### src/design/bus_pin_pkg.sv
// Package: constants and types for the external bus pin logic
package bus_pin_pkg;

	localparam int addr_w = 32;
	localparam int data_w = 64;
	localparam int lanes = 8;
	localparam int wrap_bit = 20;
	localparam int addr_lo = 3;
	localparam int snoop_lo = 5;
	localparam int id_w = 4;
	localparam int ratio_w = 2;
	localparam int brk_w = 4;
	localparam int sel_w = 2;
	localparam logic [sel_w-1:0] sel_reset = 2'h0; // Perf monitor after reset
	localparam logic [lanes-1:0] lanes_none_n = 8'hff;
	localparam logic [id_w-1:0] id_reset = 4'h0;
	localparam logic [ratio_w-1:0] ratio_reset = 2'h0;

	// Bus cycle phase; Gray codes along idle -> addr -> data -> back
	typedef enum logic [1:0] {
		ph_idle = 2'b00,
		ph_addr = 2'b01,
		ph_data = 2'b11,
		ph_back = 2'b10
	} phase_type;

	// One bus request from the core
	typedef struct packed {
		logic [addr_w-1:addr_lo] addr;
		logic [lanes-1:0] lane_n;
		logic write;
		logic data_cyc;
		logic cacheable;
		logic [data_w-1:0] wdata;
	} req_type;

	// Reset-captured straps
	typedef struct packed {
		logic intc_en;
		logic [id_w-1:0] intc_id;
		logic [ratio_w-1:0] ratio;
		logic secondary;
	} strap_type;

	// Machine-check capture
	typedef struct packed {
		logic [addr_w-1:addr_lo] addr;
		logic write;
		logic data_cyc;
	} mchk_type;

endpackage : bus_pin_pkg

### src/design/bus_pin_logic.sv
// Design: processor-side external bus pin logic
`timescale 1ns/1ps

module bus_pin_logic (
	input wire logic clk,
	input wire logic rst_n,
	// Core side
	input wire logic req_valid,
	input wire bus_pin_pkg::req_type req,
	output logic req_done,
	output logic [bus_pin_pkg::data_w-1:0] rd_data,
	output logic rd_cache,
	output logic rd_parity_err,
	input wire logic [bus_pin_pkg::brk_w-1:0] debug_match_regs,
	input wire logic [bus_pin_pkg::sel_w-1:0] func_sel_in,
	input wire logic func_sel_we,
	input wire logic [bus_pin_pkg::sel_w-1:0] perfmon_evt,
	input wire logic mchk_exc_enable,
	output logic mchk_exc,
	output bus_pin_pkg::mchk_type mchk_info,
	output bus_pin_pkg::strap_type straps,
	// Pins
	input wire logic addr_wrap_mask_n,
	input wire logic addr_float_req,
	input wire logic bus_abort_n,
	input wire logic xfer_done_n,
	input wire logic xfer_done_dup_n,
	input wire logic cycle_fail_n,
	input wire logic ext_cache_allow_n,
	input wire logic snoop_addr_strobe_n,
	input wire logic proc_role_strap,
	input wire logic [bus_pin_pkg::ratio_w-1:0] bus_core_ratio,
	input wire logic intc_bus_data1,
	input wire logic [bus_pin_pkg::addr_w-1:bus_pin_pkg::addr_lo] addr_in,
	output logic [bus_pin_pkg::addr_w-1:bus_pin_pkg::addr_lo] addr_out,
	output logic addr_oe,
	input wire logic addr_parity_in,
	output logic addr_parity_out,
	output logic addr_parity_oe,
	output logic addr_parity_err_n,
	input wire logic [bus_pin_pkg::lanes-1:0] byte_lane_sel_in_n,
	output logic [bus_pin_pkg::lanes-1:0] byte_lane_sel_n,
	output logic byte_lane_oe,
	input wire logic [bus_pin_pkg::data_w-1:0] data_in,
	output logic [bus_pin_pkg::data_w-1:0] data_out,
	output logic data_oe,
	input wire logic [bus_pin_pkg::lanes-1:0] byte_parity_in,
	output logic [bus_pin_pkg::lanes-1:0] byte_parity_out,
	output logic cycle_strobe_n,
	output logic cycle_strobe_dup_n,
	output logic data_code,
	output logic cache_out_n,
	output logic owner_n,
	output logic bus_want,
	output logic [bus_pin_pkg::brk_w-1:0] brkpt_match,
	output logic [bus_pin_pkg::sel_w-1:0] perfmon_brkpt_shared
);

	// -------------------------------------------------------------
	// State
	// -------------------------------------------------------------
	typedef struct packed {
		bus_pin_pkg::phase_type ph;
		bus_pin_pkg::req_type cur;
		logic rst_seen;
		bus_pin_pkg::strap_type straps;
		logic [bus_pin_pkg::sel_w-1:0] sel;
		logic abort;
		logic hold;
		logic [1:0] snoop_pipe;
		logic snoop_perr;
		logic par_err_n;
		logic [bus_pin_pkg::addr_w-1:bus_pin_pkg::addr_lo] addr;
		logic addr_oe;
		logic ap;
		logic [bus_pin_pkg::lanes-1:0] lane_n;
		logic lane_oe;
		logic [bus_pin_pkg::data_w-1:0] dout;
		logic [bus_pin_pkg::lanes-1:0] dpar;
		logic doe;
		logic ads_n;
		logic dc;
		logic cache_n;
		logic own_n;
		logic want;
		logic [bus_pin_pkg::brk_w-1:0] brk;
		logic [bus_pin_pkg::sel_w-1:0] pm;
		logic done;
		logic [bus_pin_pkg::data_w-1:0] rdata;
		logic rcache;
		logic rperr;
		logic mexc;
		bus_pin_pkg::mchk_type minfo;
	} state_type;

	state_type s_q;
	state_type s_d;

	// Even parity per byte lane
	function automatic logic [bus_pin_pkg::lanes-1:0] lane_par(
		input logic [bus_pin_pkg::data_w-1:0] d);
		logic [bus_pin_pkg::lanes-1:0] p;
		p = '0;
		for (int i = 0; i < bus_pin_pkg::lanes; i++) begin
			p[i] = ^d[i*8 +: 8];
		end
		return p;
	endfunction : lane_par

	logic wrap_on;
	logic done_in;
	logic snoop_par_bad;
	logic [bus_pin_pkg::addr_w-1:bus_pin_pkg::addr_lo] masked_addr;

	// -------------------------------------------------------------
	// Next state
	// -------------------------------------------------------------
	always_comb begin
		s_d = s_q;
		// Secondary role masks the wrap input internally
		wrap_on = !addr_wrap_mask_n && !s_q.straps.secondary;
		masked_addr = s_d.cur.addr;
		done_in = !xfer_done_n || !xfer_done_dup_n;
		snoop_par_bad = (^addr_in[bus_pin_pkg::addr_w-1:bus_pin_pkg::snoop_lo])
			^ addr_parity_in;
		s_d.done = 1'b0;
		s_d.rperr = 1'b0;
		s_d.mexc = 1'b0;
		s_d.ads_n = 1'b1;
		s_d.want = req_valid || s_q.ph != bus_pin_pkg::ph_idle;

		// Straps caught on the first clock after reset release
		if (!s_q.rst_seen) begin
			s_d.rst_seen = 1'b1;
			s_d.straps.intc_en = intc_bus_data1;
			s_d.straps.intc_id =
				byte_lane_sel_in_n[bus_pin_pkg::id_w-1:0];
			s_d.straps.ratio = bus_core_ratio;
			s_d.straps.secondary = proc_role_strap;
		end

		// Debug mode control bits select the shared pins
		if (func_sel_we) begin
			s_d.sel = func_sel_in;
		end
		s_d.brk = debug_match_regs;
		for (int i = 0; i < bus_pin_pkg::sel_w; i++) begin
			s_d.pm[i] = s_q.sel[i] ? debug_match_regs[i]
				: perfmon_evt[i];
		end

		// Snoop parity check one clock after the strobe is sampled
		s_d.snoop_pipe = {s_q.snoop_pipe[0], !snoop_addr_strobe_n};
		if (!snoop_addr_strobe_n) begin
			s_d.snoop_perr = snoop_par_bad;
		end
		s_d.par_err_n = !(s_q.snoop_pipe[0] && s_q.snoop_perr);

		// Address hold floats address and parity next clock
		s_d.hold = addr_float_req;
		s_d.abort = !bus_abort_n;

		// Bus cycle sequencing
		unique case (s_q.ph)
			bus_pin_pkg::ph_idle: begin
				if (req_valid && bus_abort_n) begin
					s_d.cur = req;
					s_d.ph = bus_pin_pkg::ph_addr;
				end
			end
			bus_pin_pkg::ph_addr: begin
				s_d.ph = bus_pin_pkg::ph_data;
			end
			bus_pin_pkg::ph_data: begin
				if (done_in) begin
					s_d.done = 1'b1;
					s_d.ph = bus_pin_pkg::ph_idle;
					if (!s_q.cur.write) begin
						s_d.rdata = data_in;
						s_d.rperr = lane_par(data_in) != byte_parity_in;
						// Uncacheable request is never cached
						s_d.rcache = s_q.cur.cacheable
							&& !ext_cache_allow_n;
					end
				end
			end
			bus_pin_pkg::ph_back: begin
				if (bus_abort_n) begin
					s_d.ph = bus_pin_pkg::ph_addr;
				end
			end
		endcase
		// Abort kills the cycle in flight; it reruns from the start
		if (!bus_abort_n && s_q.ph != bus_pin_pkg::ph_idle) begin
			s_d.ph = bus_pin_pkg::ph_back;
			s_d.done = 1'b0;
		end

		// Cycle fail capture
		if (!cycle_fail_n) begin
			s_d.minfo.addr = s_q.cur.addr;
			s_d.minfo.write = s_q.cur.write;
			s_d.minfo.data_cyc = s_q.cur.data_cyc;
			s_d.mexc = mchk_exc_enable;
		end

		// Drive address group when the cycle starts
		if (s_d.ph == bus_pin_pkg::ph_addr) begin
			masked_addr = s_d.cur.addr;
			if (wrap_on) begin
				masked_addr[bus_pin_pkg::wrap_bit] = 1'b0;
			end
			s_d.addr = masked_addr;
			s_d.ap = ^masked_addr;
			s_d.lane_n = s_d.cur.lane_n;
			s_d.ads_n = 1'b0;
			s_d.dc = s_d.cur.data_cyc;
			s_d.cache_n = !s_d.cur.cacheable;
		end
		s_d.addr_oe = s_d.ph != bus_pin_pkg::ph_idle
			&& s_d.ph != bus_pin_pkg::ph_back && !addr_float_req;
		s_d.lane_oe = s_d.ph != bus_pin_pkg::ph_idle
			&& s_d.ph != bus_pin_pkg::ph_back;
		// Write data in the data phase with lane parity
		s_d.doe = s_d.ph == bus_pin_pkg::ph_data && s_d.cur.write;
		s_d.dout = s_d.cur.wdata;
		s_d.dpar = lane_par(s_d.cur.wdata);
		// Primary shows ownership; secondary leaves it high
		s_d.own_n = !(s_d.lane_oe && !s_q.straps.secondary);
	end

	// -------------------------------------------------------------
	// Registers
	// -------------------------------------------------------------
	always_ff @(posedge clk) begin
		if (!rst_n) begin
			s_q <= '0;
			s_q.ph <= bus_pin_pkg::ph_idle;
			s_q.straps.intc_id <= bus_pin_pkg::id_reset;
			s_q.straps.ratio <= bus_pin_pkg::ratio_reset;
			s_q.sel <= bus_pin_pkg::sel_reset;
			s_q.par_err_n <= 1'b1;
			s_q.lane_n <= bus_pin_pkg::lanes_none_n;
			s_q.ads_n <= 1'b1;
			s_q.cache_n <= 1'b1;
			s_q.own_n <= 1'b1;
		end else begin
			s_q <= s_d;
		end
	end

	// -------------------------------------------------------------
	// Outputs straight from flip-flops
	// -------------------------------------------------------------
	assign req_done = s_q.done;
	assign rd_data = s_q.rdata;
	assign rd_cache = s_q.rcache;
	assign rd_parity_err = s_q.rperr;
	assign mchk_exc = s_q.mexc;
	assign mchk_info = s_q.minfo;
	assign straps = s_q.straps;
	assign addr_out = s_q.addr;
	assign addr_oe = s_q.addr_oe;
	assign addr_parity_out = s_q.ap;
	assign addr_parity_oe = s_q.addr_oe;
	assign addr_parity_err_n = s_q.par_err_n;
	assign byte_lane_sel_n = s_q.lane_n;
	assign byte_lane_oe = s_q.lane_oe;
	assign data_out = s_q.dout;
	assign data_oe = s_q.doe;
	assign byte_parity_out = s_q.dpar;
	assign cycle_strobe_n = s_q.ads_n;
	assign cycle_strobe_dup_n = s_q.ads_n;
	assign data_code = s_q.dc;
	assign cache_out_n = s_q.cache_n;
	assign owner_n = s_q.own_n;
	assign bus_want = s_q.want;
	assign brkpt_match = s_q.brk;
	assign perfmon_brkpt_shared = s_q.pm;

endmodule : bus_pin_logic

### config.mk
export PLATFORM = sky130hd
export DESIGN_NAME = bus_pin_logic
export DESIGN_NICKNAME = d
export VERILOG_FILES = /design/src/design/bus_pin_pkg.sv /design/src/design/bus_pin_logic.sv
export SDC_FILE = /design/constraint.sdc
export NUM_CORES = 1
export LEC_CHECK = 0
export ABC_CLOCK_PERIOD_IN_PS = 2680
export BUFFER_PORTS_ARGS = -buffer_cell sky130_fd_sc_hd__buf_4
export CAP_MARGIN = 0
export CORE_AREA = 5 5 181 183
export DETAILED_ROUTE_END_ITERATION = 8
export DIE_AREA = 0 0 186 188
export PLACE_DENSITY = 0.78
export SYNTH_ARGS = -nofsm -noshare
export SYNTH_HDL_FRONTEND = slang
export SYNTH_SLANG_ARGS = --single-unit
### constraint.sdc
create_clock -name clk -period 2.68 [get_ports clk]
set_input_delay 0.268 -clock clk [delete_from_list [all_inputs] [get_ports clk]]
set_output_delay 0.268 -clock clk [all_outputs]
set_load 0.05 [all_outputs]
==> impl_summary.md <==
Outcome
The flow ran to the end, and the final reports show no timing, DRC or antenna violations.

Placed design
The half-perimeter wire length after detailed placement is 27800 um. Input and output buffers added on the ports amount to 466. OpenSTA, run right after detailed placement, puts the worst setup slack at 0.648 ns. The routability congestion estimate from global placement is 0.865.

The instance area after placement is 16200 um2.

Detailed routing
The iteration-0 DRC count of the detailed router is 501. The antenna violation net count after detailed routing is 0. The first detailed-routing pass ran for 4 iterations. The wire length reported by the detailed router is 41500 um. The detailed router placed 11400 vias in this run. For this run, design rule violations remaining after detail routing come to 0. Dividing the detail-routed via count by the number of cells gives 4.87.

The average wire per standard cell is 17.7 um.

STA
The hold violation total from the final report is 0. The clock arrives with 0.0116 ns of skew. The headroom to the max-slew limit is 17.3%.

Setup violations remaining at the end of the flow were counted as 0. The final count of pins violating max slew is 0. The tightest hold path in the finished design has a slack of 0.0221 ns. Static timing analysis puts the maximum clock frequency at 0.468 GHz. The slew of the pin with the lowest slew margin is 1.23 ns. The minimum clock period is 2.14 ns.

The final critical path takes up 79.7% of the cycle. Setup repair after global routing left no endpoint under its margin. For the final routed database, the setup TNS stands at 0 ns. The final worst-path setup slack is 0.543 ns.

Pwr
Dividing total power by cell area gives a power density of 612 nW/um2. The highest ir drop seen on vdd is 0.420 mV. Combinational logic is responsible for 23.8% of the overall power. For this design the static power due to leakage is 8.18 nW. In this run, flip-flops and latches consume 38.7% of the power. Total power for the finished layout comes to 0.0116 W. Net switching is 28.2% of the power.

The internal portion of the total power is 0.00832 W. The clock power share is 37.5%. The net switching power is 0.00327 W.

Floorplan
The area of the die is 35000 um2. In this run the count of I/O pins placed on the die edge is 473. The placeable core area is 31100 um2. The vertical die dimension is 188 um. For this configuration, the core starts out at a cell density of 45.2%. The floorplan die width is 186 um.

Row generation in the floorplan step produced 65 rows.

Logic synthesis
Summing every instance area after synthesis gives 14000 um2. Sorting the synthesized cells by how often they occur yields 321 x nand2_1, 279 x dfxtp_1, 234 x xnor2_1. The number of enable flip-flop cells after synthesis is 0. The fraction of synthesized cell area taken by the top area cell type is 39.8%.

The post-synthesis async set-or-reset flop share is 0%. The Yosys step of the flow raised 0 warnings. The library cell with the highest instance count after synthesis is nand2_1. Yosys attributes the largest share of cell area to dfxtp_1 40%, xnor2_1 15%, buf_4 12%.

The number of nets in the synthesized netlist is 1774. Yosys mapped the design onto 32 distinct sky130hd cell types. dfxtp_1 takes more of the synthesized area than any other cell. Synthesis inferred 279 register bits. The register area share after synthesis is 39.8%. The synthesized area per cell is 9.14 um2. Among all flip-flop cells after synthesis, the most frequent one is dfxtp_1. The number of cells produced by synthesis is 1535.

Worst setup path
The maximum fanout along the worst path is 49. The critical path's slowest cell is dlygate4sd3_1. STA classifies the critical path endpoint as a flip-flop. In this run the register-to-register setup slack is 0.64 ns.

The startpoint kind of the worst setup timing path is a primary input. The type of the worst setup path is in -> reg. At the worst endpoint, the required time is 3.15 ns. In this design, the stage delay of the slowest critical-path cell is 0.57 ns. The cell family with the largest share of critical-path delay is buffers and inverters. Walking the worst path, the cells encountered are dlygate4sd3_1 -> buf_4 -> nor2b_1 -> and3b_4 -> buf_4 -> nand2_1 -> a21boi_1. Counting stages on the worst path, the most repeated cell is buf_4. The number of buffers and inverters on the critical path is 3. Data on the critical path arrives at its endpoint at 2.61 ns.

Layout
The net count of the finished layout is 2151. After routing the design area is 18900 um2. The area growth from synthesis to layout is 34.9%.

Of the cells placed in the final design, the portion with a size suffix greater than 1 is 27.6%.

Clocking
The TritonCTS clock tree is built. In this run the number of H-tree levels came out at 1. Counting the buffers created by CTS gives 30. Clock-pin slew was measured on the worst setup and hold paths at 0.06 ns. The clock sink count is 279.

The root buffer cell chosen for the clock tree is clkbuf_16. The clock passes through at most 3 buffers. The clock reaches the later pin of the worst-skew pair after 0.55 ns.

Global route
Summed over all layers, the global routing overflow is 0. The global-route usage over all layers is 22.3%. The initial antenna violation count came to 2. The via count of the first global-routing pass is 11800. The global-route wire length before repair is 63300 um. The pin count of the biggest net entering global routing is 94.

Run
The tool flagged a number of max-cap violations equal to 0.

Hold path
The worst min-delay path category is in -> reg.
==> power by group through the flow <==
stage | sequential, W | clock [W] | combinational, W
after CTS | 0.00447 | 0.00446 | 0.00274
after detailed placement | 0.00456 | 0 | 0.00253
after global routing | 0.00450 | 0.00464 | 0.00292
after floorplan | 0.00456 | 0 | 0.00189
final | 0.00448 | 0.00435 | 0.00276
after global placement | 0.00456 | 0 | 0.00250
==> cells by family after synthesis <==
kind of cell           Yosys count  synth area share (%)
AO/OA/AOI/OAI                  178                  9.97
multiplexers                    82                  5.85
buffers and inverters          299                  14.2
flip-flops                     279                  39.8
XOR/XNOR                       256                  16.3
AND/OR/NAND/NOR                441                  13.9
==> layout by cell type (no fill, tap or decap), drive strengths merged <==
cell / netlist / final
o21ai: 6 / 6
nor3: 1 / 1
nand2: 321 / 321
xnor3: 3 / 3
and3: 8 / 8
nand3: 3 / 3
and2: 5 / 5
nor2: 4 / 4
dlygate4sd3: 0 / 162
a21boi: 130 / 130
a311oi: 1 / 1
buf: 246 / 482
and3b: 1 / 1
o211ai: 8 / 8
diode: 0 / 2
o211a: 30 / 30
o21a: 1 / 1
nor4: 2 / 2
dfxtp: 279 / 279
xor2: 19 / 19
nor3b: 2 / 2
clkbuf: 53 / 45
or2: 1 / 1
clkinv: 0 / 2
a21oi: 2 / 2
xnor2: 234 / 234
bufinv: 0 / 4
nor2b: 88 / 88
clkinvlp: 0 / 3
and4: 1 / 1
nand2b: 2 / 2
nand3b: 2 / 2
mux2i: 82 / 82
==> area by class of cell <==
| type | instances | area, um2 |
|---|---|---|
| fill | 2404 | 12200 |
| antenna | 2 | 5.00 |
| multi-input combinational | 957 | 6470 |
| timing repair buffer | 644 | 5310 |
| clock inverter | 9 | 153 |
| tap | 402 | 503 |
| clock buffer | 45 | 898 |
| sequential | 279 | 5590 |
==> final timing paths <==
path,to,start,cells past startpoint
worst max register to register,data_out[44],s_q[344],5
worst max-delay path,data_out[44],bus_abort_n,7
worst min-delay path,s_q[308],req[68],3
worst min register to register,addr_parity_err_n,s_q[224],1
==> repair_timing <==
item / CTS / global route
hold endpoints to repair: 162 / 0
hold buffers: 162 / 0
setup buffers: 0 / 0
gates resized for setup: 0 / 0
==> metrics by stage <==
stage,cells,util [%]
5_1_grt,2338,60.9
6_report,2338,60.9
2_1_floorplan,1535,-
3_3_place_gp,2120,52.3
3_5_place_dp,2120,52.3
4_1_cts,2336,60.9
==> worst register-to-register path: stages, from the launching register on <==
cell and delay [ns]:
dfxtp_1 0.34, nor2b_1 0.24, and3b_4 0.50, buf_4 0.52, nand2_1 0.18, a21boi_1 0.19
==> routing by layer <==
metal | share of wire, % | wire (um) | global-route usage, % | vias to the layer above
li1 | - | - | - | 5446
met1 | 37 | 15400 | 24.3 | 5360
met2 | 50 | 20700 | 39.9 | 425
met3 | 7.5 | 3100 | 5.68 | 144
met4 | 5.5 | 2290 | 10.7 | 0
met5 | 0 | 0 | 0 | -
==> state kept, by name, summed over array words and instances (netlist names), 8 cells and up <==
signal	flops
addr_out	29
byte_lane_sel_n	8
byte_parity_out	8
data_out	64
mchk_info	31
rd_data	64
s_q	46
straps	8
No activity file was read; power rests on OpenSTA's default activity.
